**src/wdt_pkg.sv**
```systemverilog
// package: register map, field layout, timing constants for the windowed watchdog
// Function
// - timeout code selects 8 to 8192 slow cycles
// - reserved timeout codes never expire
// - enable bit runs watchdog, clearing stops it
// - enable changes only with control change-enable set
// - writes update only when written bit 0 set
// - writes accepted only when protection permits
// - closed window code selects 8 to 8192 cycles
// - reserved closed window codes never expire
// - window period ignored when window mode off
// - window period changes only with window change-enable
// - window bit 1 enables window mode
// - lock fuse freezes control and window period
// - power-on loads fuses, clears change-enables
// - busy flag set during slow-domain transfer
// - transfer happens only while watchdog enabled
// - reserved bits read zero
// - normal mode restart begins fresh period
// - restart in closed window resets system
// - counter runs on 1 kHz tick
package wdt_pkg;
   localparam logic [1:0] ADDR_CTRL   = 2'h0;
   localparam logic [1:0] ADDR_WINCTL = 2'h1;
   localparam logic [1:0] ADDR_STATUS = 2'h2;
   localparam int         CHG_BIT     = 0;
   localparam int         EN_BIT      = 1;
   localparam int         SEL_LSB     = 2;
   localparam int         SEL_MSB     = 5;
   localparam logic [3:0] SEL_MAX     = 4'hA;
   localparam int         CNT_W       = 14;
   localparam logic [CNT_W-1:0] CYC_BASE = 14'h0008;
   localparam int         CLK_HZ      = 200_000_000;
   localparam int         TICK_HZ     = 1_000;
   localparam int         TICK_DIV    = CLK_HZ / TICK_HZ;
   localparam int         SYNC_TICKS  = 2;
endpackage

```
**src/wdt_top.sv**
```systemverilog
// windowed watchdog: registers, settings transfer, slow-tick counter
module wdt_top #(
   parameter int TICK_DIV = wdt_pkg::TICK_DIV
) (
   // clock and reset
   input  wire logic       clk_i,
   input  wire logic       reset_n_i,
   // register port
   input  wire logic [1:0] addr_i,
   input  wire logic [7:0] wdata_i,
   input  wire logic       wr_i,
   input  wire logic       rd_i,
   output logic      [7:0] rdata_o,
   // fuses and protection
   input  wire logic [3:0] default_timeout_fuses_i,
   input  wire logic [3:0] default_window_fuses_i,
   input  wire logic       fuse_enable_i,
   input  wire logic       fuse_window_en_i,
   input  wire logic       lock_fuse_i,
   input  wire logic       ccp_permit_i,
   // restart and reset request
   input  wire logic       restart_command_i,
   output logic            sys_reset_req_o
);
   typedef enum logic [2:0] {
      WDT_OFF    = 3'h1,
      WDT_CLOSED = 3'h2,
      WDT_OPEN   = 3'h4
   } wdt_state_e;

   logic       tick;
   logic       boot_ff;
   logic [3:0] tsel_ff;
   logic       en_ff;
   logic       ctl_chg_ff;
   logic [3:0] wsel_ff;
   logic       wen_ff;
   logic       win_chg_ff;
   logic       busy_ff;
   logic [1:0] busy_cnt_ff;
   logic [3:0] act_tsel_ff;
   logic [3:0] act_wsel_ff;
   logic       act_en_ff;
   logic       act_wen_ff;
   logic       rst_pend_ff;
   logic       rst_seen_ff;
   logic [wdt_pkg::CNT_W-1:0] cnt_ff;
   wdt_state_e state_ff;
   wdt_state_e nxt_state;
   logic [7:0] rdata_ff;
   logic       req_ff;
   logic [wdt_pkg::CNT_W-1:0] to_cyc;
   logic [wdt_pkg::CNT_W-1:0] win_cyc;
   logic       to_ok;
   logic       win_ok;
   logic       wr_ctl;
   logic       wr_win;

   initial begin
      if (TICK_DIV < 2) $error("tick divider too small");
   end

   wdt_tick_div #(.DIV(TICK_DIV)) u_div (
      .clk_i     (clk_i),
      .reset_n_i (reset_n_i),
      .tick_o    (tick)
   );

   wdt_period u_to (
      .code_i   (act_tsel_ff),
      .cycles_o (to_cyc),
      .valid_o  (to_ok)
   );

   wdt_period u_win (
      .code_i   (act_wsel_ff),
      .cycles_o (win_cyc),
      .valid_o  (win_ok)
   );

   // protection qualifies both writes, lock only the control write; bit 0 of the written value must be one
   assign wr_ctl = wr_i && addr_i == wdt_pkg::ADDR_CTRL && ccp_permit_i
                   && wdata_i[wdt_pkg::CHG_BIT] && !lock_fuse_i;
   assign wr_win = wr_i && addr_i == wdt_pkg::ADDR_WINCTL && ccp_permit_i
                   && wdata_i[wdt_pkg::CHG_BIT];

   // fuses caught one cycle after reset release, not under reset
   always_ff @(posedge clk_i) begin
      if (!reset_n_i) begin
         boot_ff <= 1'b1;
      end else begin
         boot_ff <= 1'b0;
      end
   end

   always_ff @(posedge clk_i) begin
      if (!reset_n_i) begin
         tsel_ff    <= '0;
         en_ff      <= 1'b0;
         ctl_chg_ff <= 1'b0;
      end else if (boot_ff) begin
         tsel_ff    <= default_timeout_fuses_i;
         en_ff      <= fuse_enable_i;
         ctl_chg_ff <= 1'b0;
      end else if (wr_ctl) begin
         tsel_ff    <= wdata_i[wdt_pkg::SEL_MSB:wdt_pkg::SEL_LSB];
         en_ff      <= wdata_i[wdt_pkg::EN_BIT];
         ctl_chg_ff <= wdata_i[wdt_pkg::CHG_BIT];
      end
   end

   always_ff @(posedge clk_i) begin
      if (!reset_n_i) begin
         wsel_ff    <= '0;
         wen_ff     <= 1'b0;
         win_chg_ff <= 1'b0;
      end else if (boot_ff) begin
         wsel_ff    <= default_window_fuses_i;
         wen_ff     <= fuse_window_en_i;
         win_chg_ff <= 1'b0;
      end else if (wr_win) begin
         if (!lock_fuse_i) begin
            wsel_ff <= wdata_i[wdt_pkg::SEL_MSB:wdt_pkg::SEL_LSB];
         end
         wen_ff     <= wdata_i[wdt_pkg::EN_BIT];
         win_chg_ff <= wdata_i[wdt_pkg::CHG_BIT];
      end
   end

   // settings cross on slow ticks; this holds only while enabled
   always_ff @(posedge clk_i) begin
      if (!reset_n_i) begin
         busy_ff     <= 1'b0;
         busy_cnt_ff <= '0;
      end else if (boot_ff || wr_ctl || wr_win) begin
         busy_ff     <= 1'b1;
         busy_cnt_ff <= '0;
      end else if (busy_ff && tick && (en_ff || act_en_ff)) begin
         if (busy_cnt_ff == 2'(wdt_pkg::SYNC_TICKS - 1)) begin
            busy_ff <= 1'b0;
         end
         busy_cnt_ff <= busy_cnt_ff + 2'h1;
      end
   end

   always_ff @(posedge clk_i) begin
      if (!reset_n_i) begin
         act_tsel_ff <= '0;
         act_wsel_ff <= '0;
         act_en_ff   <= 1'b0;
         act_wen_ff  <= 1'b0;
      end else if (busy_ff && tick && (en_ff || act_en_ff)
                   && busy_cnt_ff == 2'(wdt_pkg::SYNC_TICKS - 1)) begin
         act_tsel_ff <= tsel_ff;
         act_wsel_ff <= wsel_ff;
         act_en_ff   <= en_ff;
         act_wen_ff  <= wen_ff;
      end
   end

   // restart pulse held until next slow tick; set wins over the consume
   always_ff @(posedge clk_i) begin
      if (!reset_n_i) begin
         rst_pend_ff <= 1'b0;
      end else if (restart_command_i) begin
         rst_pend_ff <= 1'b1;
      end else if (tick) begin
         rst_pend_ff <= 1'b0;
      end
   end
   assign rst_seen_ff = rst_pend_ff && tick;

   always_comb begin
      nxt_state = state_ff;
      case (state_ff)
         WDT_OFF: begin
            if (act_en_ff) begin
               nxt_state = act_wen_ff ? WDT_CLOSED : WDT_OPEN;
            end
         end
         WDT_CLOSED: begin
            if (!act_en_ff) begin
               nxt_state = WDT_OFF;
            end else if (!act_wen_ff) begin
               nxt_state = WDT_OPEN;
            end else if (tick && !rst_seen_ff && win_ok && cnt_ff >= win_cyc - 1'b1) begin
               nxt_state = WDT_OPEN;
            end
         end
         WDT_OPEN: begin
            if (!act_en_ff) begin
               nxt_state = WDT_OFF;
            end else if (rst_seen_ff && act_wen_ff) begin
               nxt_state = WDT_CLOSED;
            end
         end
         default: nxt_state = WDT_OFF;
      endcase
   end

   always_ff @(posedge clk_i) begin
      if (!reset_n_i) begin
         state_ff <= WDT_OFF;
      end else begin
         state_ff <= nxt_state;
      end
   end

   always_ff @(posedge clk_i) begin
      if (!reset_n_i || state_ff != nxt_state || state_ff == WDT_OFF) begin
         cnt_ff <= '0;
      end else if (tick) begin
         if (rst_seen_ff) begin
            cnt_ff <= '0;
         end else if (cnt_ff != '1) begin
            cnt_ff <= cnt_ff + 1'b1;
         end
      end
   end

   // one-cycle reset request on early restart or expiry
   always_ff @(posedge clk_i) begin
      if (!reset_n_i) begin
         req_ff <= 1'b0;
      end else begin
         req_ff <= tick && ((state_ff == WDT_CLOSED && act_wen_ff && rst_seen_ff)
                  || (state_ff == WDT_OPEN && !rst_seen_ff && to_ok
                      && cnt_ff == to_cyc - 1'b1));
      end
   end
   assign sys_reset_req_o = req_ff;

   always_ff @(posedge clk_i) begin
      if (!reset_n_i) begin
         rdata_ff <= '0;
      end else if (rd_i) begin
         case (addr_i)
            wdt_pkg::ADDR_CTRL:   rdata_ff <= {2'h0, tsel_ff, en_ff, ctl_chg_ff};
            wdt_pkg::ADDR_WINCTL: rdata_ff <= {2'h0, wsel_ff, wen_ff, win_chg_ff};
            wdt_pkg::ADDR_STATUS: rdata_ff <= {7'h00, busy_ff};
            default:              rdata_ff <= '0;
         endcase
      end else begin
         rdata_ff <= '0;
      end
   end
   assign rdata_o = rdata_ff;

   // either window mode: a restart in the open state never asks for reset
   restart_open_a: assert property (@(posedge clk_i) disable iff (!reset_n_i)
      (tick && state_ff == WDT_OPEN && rst_seen_ff) |=> !req_ff)
      else $error("restart in open period caused reset");
   early_restart_a: assert property (@(posedge clk_i) disable iff (!reset_n_i)
      (tick && state_ff == WDT_CLOSED && act_wen_ff && act_en_ff && rst_seen_ff) |=> req_ff)
      else $error("early restart did not reset");
   reserved_code_a: assert property (@(posedge clk_i) disable iff (!reset_n_i)
      (state_ff == WDT_OPEN && !to_ok) |=> !req_ff)
      else $error("reserved timeout code expired");
   locked_ctl_a: assert property (@(posedge clk_i) disable iff (!reset_n_i || boot_ff)
      (lock_fuse_i && wr_i) |=> $stable(tsel_ff) && $stable(en_ff))
      else $error("locked control changed");
   no_permit_a: assert property (@(posedge clk_i) disable iff (!reset_n_i || boot_ff)
      (wr_i && !ccp_permit_i) |=> $stable(wsel_ff) && $stable(wen_ff))
      else $error("unprotected write took effect");
   cen_clear_a: assert property (@(posedge clk_i) disable iff (!reset_n_i || boot_ff)
      (wr_i && !wdata_i[wdt_pkg::CHG_BIT]) |=> $stable(tsel_ff) && $stable(wsel_ff))
      else $error("write without change enable");
   busy_set_a: assert property (@(posedge clk_i) disable iff (!reset_n_i)
      (wr_ctl || wr_win) |=> busy_ff)
      else $error("busy not set after write");
   busy_hold_a: assert property (@(posedge clk_i) disable iff (!reset_n_i)
      (busy_ff && !en_ff && !act_en_ff && !wr_ctl && !wr_win) |=> busy_ff)
      else $error("transfer while disabled");
   off_quiet_a: assert property (@(posedge clk_i) disable iff (!reset_n_i)
      (state_ff == WDT_OFF) |=> !req_ff)
      else $error("reset request while disabled");
   rsv_zero_a: assert property (@(posedge clk_i) disable iff (!reset_n_i)
      rd_i |=> rdata_o[7:6] == 2'h0)
      else $error("reserved bits nonzero");
endmodule

```
**src/wdt_tick_div.sv**
```systemverilog
// divider producing the 1 kHz slow tick enable
module wdt_tick_div #(
   parameter int DIV = wdt_pkg::TICK_DIV
) (
   // clock and reset
   input  wire logic clk_i,
   input  wire logic reset_n_i,
   // tick
   output logic      tick_o
);
   localparam int W = $clog2(DIV);
   logic [W-1:0] cnt_ff;

   initial begin
      if (DIV < 2) $error("divider too small");
   end

   always_ff @(posedge clk_i) begin
      if (!reset_n_i || cnt_ff == W'(DIV - 1)) begin
         cnt_ff <= '0;
      end else begin
         cnt_ff <= cnt_ff + W'(1);
      end
   end

   assign tick_o = (cnt_ff == W'(DIV - 1));
endmodule

```
**src/wdt_period.sv**
```systemverilog
// decode of a four-bit period code into slow-cycle count
module wdt_period (
   // code
   input  wire logic [3:0]                code_i,
   // result
   output logic      [wdt_pkg::CNT_W-1:0] cycles_o,
   output logic                           valid_o
);
   assign valid_o  = (code_i <= wdt_pkg::SEL_MAX);
   assign cycles_o = wdt_pkg::CYC_BASE << code_i;
endmodule

```
**config.mk**
```make
export PLATFORM = sky130hd
export DESIGN_NAME = wdt_top
export DESIGN_NICKNAME = d
export VERILOG_FILES = /design/src/wdt_pkg.sv /design/src/wdt_top.sv /design/src/wdt_tick_div.sv /design/src/wdt_period.sv
export SDC_FILE = /design/constraint.sdc
export NUM_CORES = 1
export LEC_CHECK = 0
export BUFFER_PORTS_ARGS = -buffer_cell sky130_fd_sc_hd__buf_2
export CAP_MARGIN = 20
export CORE_UTILIZATION = 40
export CTS_BUF_LIST = sky130_fd_sc_hd__clkbuf_8 sky130_fd_sc_hd__clkbuf_16
export CTS_CLUSTER_SIZE = 28
export DETAILED_ROUTE_END_ITERATION = 8
export PLACE_DENSITY_LB_ADDON = 0.15
export SLEW_MARGIN = 25
export SYNTH_ARGS = -nofsm -noshare
export SYNTH_HDL_FRONTEND = slang
export SYNTH_SLANG_ARGS = --single-unit
export TNS_END_PERCENT = 5
```
**constraint.sdc**
```tcl
create_clock -name clk_i -period 4.5 [get_ports clk_i]
set_input_delay 0.225 -clock clk_i [delete_from_list [all_inputs] [get_ports clk_i]]
set_output_delay 0.225 -clock clk_i [all_outputs]
set_load 0.01 [all_outputs]
```
==> results by group <==
Global route
  – Largest net degree at the start of global routing: 30
  – GRT Overall Usage: 0.192
  – Initial antenna violation count: 0
  – Global-route wire length before repair: 15.6 mm
  – Vias in the first global route: about 3200
  – Overflow after GRT: 0

Logic synthesis
  – Gate Count Post-Synth: 477
  – Ys Warns: 0
  – Syn Area/Cell: around 8.3 sq um
  – Distinct cells, synth: 59
  – Cell accounting for the most synthesized area: dfxtp_1
  – Most frequent cell after synthesis: nor2_1
  – EDFF count, synth: 0
  – FF+latch count, synth: 69
  – Sequential area share after synthesis: 0.347
  – Synthesized area: roughly 4000 sq um
  – Yosys top cell area share: 0.347
  – FFs w/ async S/R, synth: 0
  – Synth top area cells: dfxtp_1 (35%), nor2_1 (7.6%), mux2i_1 (7.3%)
  – Ys flop type: dfxtp_1
  – Post-synth top cells: nor2_1 (80), dfxtp_1 (69), nand2_1 (30)

Setup path
  – WP data arrival: 4250 ps
  – Critical Path Source Type: register
  – RR Startpoint: act_wsel_ff[1]
  – End of the worst register-to-register path: cnt_ff[10]
  – Req. time, crit path: ~4700 ps
  – CP endpoint kind: register
  – Crit path kind: reg -> reg
  – Worst setup startpoint: act_wsel_ff[1]
  – R2R depth: 13
  – Setup slack, reg-to-reg: 460 ps
  – CP Max Fanout: 14

STA
  – RSZ-0062 raised after global routing: false
  – # setup viols final: 0
  – Slew @ Worst Pin: ~870 ps
  – Setup TNS: 0 ps
  – Final clock skew: about 7.4 ps
  – Worst hold slack: ~85 ps
  – Final Hold Fails: 0
  – Relative slew slack: 0.418
  – Worst Slack Setup Final: 459 ps
  – Period utilization: 0.898
  – Final Max Tran Viols: 0
  – Post-layout minimum cycle time: 4040 ps
  – Fmax: 0.247 GHz

Floorplanning
  – Starting Density: 0.410
  – Cell Rows: 36
  – Die X: 102 um
  – Ports: 36
  – Die height: a little over 100 um
  – Die area: 10300 sq um
  – Core area: a little under 10000 sq um

Detailed routing
  – Initial DRC count: approximately 140
  – Vias per cell: 5.30
  – Via count: roughly 3300
  – Post-route ant nets: 0
  – Number of remaining DRC errors: 0
  – Final WL: 8.85 mm
  – Pre-Repair DR Iteration Count: 5
  – Wire per inst: 14.0 um

Power
  – Worst VDD drop: approximately 140 uV
  – Pwr dens: 287 nW/um^2
  – LEAKAGE: 1.73 nW

Placed design
  – Final HPWL DP: ~6.4 mm
  – Routability Congestion: 0.791
  – Place WS: 457 ps
  – Port bufs: 31

Layout
  – Final nets: between 500 and 600
  – Area delta synth->final: 11.0%
  – Ant diodes: 0
  – Layout cells sized above 1: 0.149

Status
  – Status: complete, no violations

Clocking
  – CTS Hold Bufs: 0
  – CTS Root Cell: clkbuf_8
  – CTS sink cnt: 69
  – Clock slew at reported path FFs: about 80 ps
  – Clock Path Buffers: 2
  – CTS Buf Count: 9
  – TritonCTS clock tree: yes
  – H-tree depth: 3
  – Cts repair resizes: 0
  – Latest clock arrival within the worst-skew pair: about 350 ps
  – Setup Buffers After CTS: 0

Hold path
  – Hold Crit Class: in -> reg
  – Worst hold start: restart_command_i
  – Hold path cells: 3
  – Worst Hold End: rst_pend_ff

Flow run
  – Max Cap Viol: 0
metrics by stage:
stage                     total power [mW]   util  area (sq um)  instances
final                                 1.26  0.456          4410        631
after global routing                  1.32  0.456          4410        631
after CTS                             1.28  0.456          4410        631
after detailed placement             0.695  0.432          4190        615
after global placement               0.694  0.432          4190        615
after floorplan                      0.675      -          3980        478
routing by layer:
layer,routed length [um],vias up,track usage
li1,-,1721,-
met1,4290,1570,0.260
met2,4200,45,0.315
met3,237,10,0.0248
met4,129,0,0.0680
met5,0,-,0
cell families after synthesis:
family                   share of synthesized area
AND/OR/NAND/NOR                              0.278
AO/OA/AOI/OAI                                0.114
flip-flops                                   0.347
buffers and inverters                       0.0478
XOR/XNOR                                    0.0749
multiplexers                                0.0872
adder cells (fa/ha/maj)                     0.0504
other                                     0.000943
power by group:
group	switching, mW	internal (mW)
Clock	0.264	0.322
Combinational	0.0245	0.0225
Sequential	0.0124	0.620
critical path: stages (launching register included):
cell,delay (ps)
dfxtp_1,400
or2_2,320
or3_1,330
ha_1,290
nor3_1,160
nor2_1,60
o21a_1,180
ha_1,290
nand2_1,70
a2111oi_0,420
o21ai_0,160
a2111o_1,540
a31oi_4,570
nor4_1,120
flip-flops by register name, summed over array words and instances (netlist names):
name / cells
state_ff: 3
rst_pend_ff: 1
act_en_ff: 1
ctl_chg_ff: 1
act_wsel_ff: 4
boot_ff: 1
sys_reset_req_o: 1
win_chg_ff: 1
wen_ff: 1
busy_ff: 1
busy_cnt_ff: 2
rdata_o: 6
u_div.cnt_ff: 18
act_wen_ff: 1
wsel_ff: 4
en_ff: 1
tsel_ff: 4
act_tsel_ff: 4
cnt_ff: 14
how the worst max path moves through the flow:
stage | slack, ps | endpoint
detailed placement | 460 | cnt_ff[10]
floorplan | 930 | cnt_ff[13]
finish | 460 | cnt_ff[10]
CTS | 420 | cnt_ff[10]
global route | 90 | cnt_ff[2]
global placement | 570 | cnt_ff[2]
layout by cell type, fill, tap and decap left out, types with 8 or more instances in the layout:
cell | netlist | layout
nand2_1 | 30 | 30
nand4_1 | 13 | 13
and3_1 | 10 | 10
dfxtp_1 | 69 | 69
ha_1 | 16 | 16
xnor2_1 | 21 | 21
nor2_1 | 80 | 80
a21oi_1 | 22 | 22
nand3_1 | 12 | 12
xor2_1 | 13 | 13
nor4_2 | 8 | 8
nor3_1 | 18 | 18
o21ai_0 | 19 | 19
clkbuf_8 | 0 | 9
mux2i_1 | 29 | 29
inv_1 | 14 | 14
buf_2 | 2 | 31
final cells by class:
cell class                      instances  area (sq um)
Tap cell                              133           166
Fill cell                             967          5270
Clock inverter                          7           105
Sequential cell                        69          1380
Timing Repair Buffer                   34           178
Multi-Input combinational cell        365          2410
Inverter                               14          52.6
Clock buffer                            9           124
No activity file was read; power rests on OpenSTA's default activity.
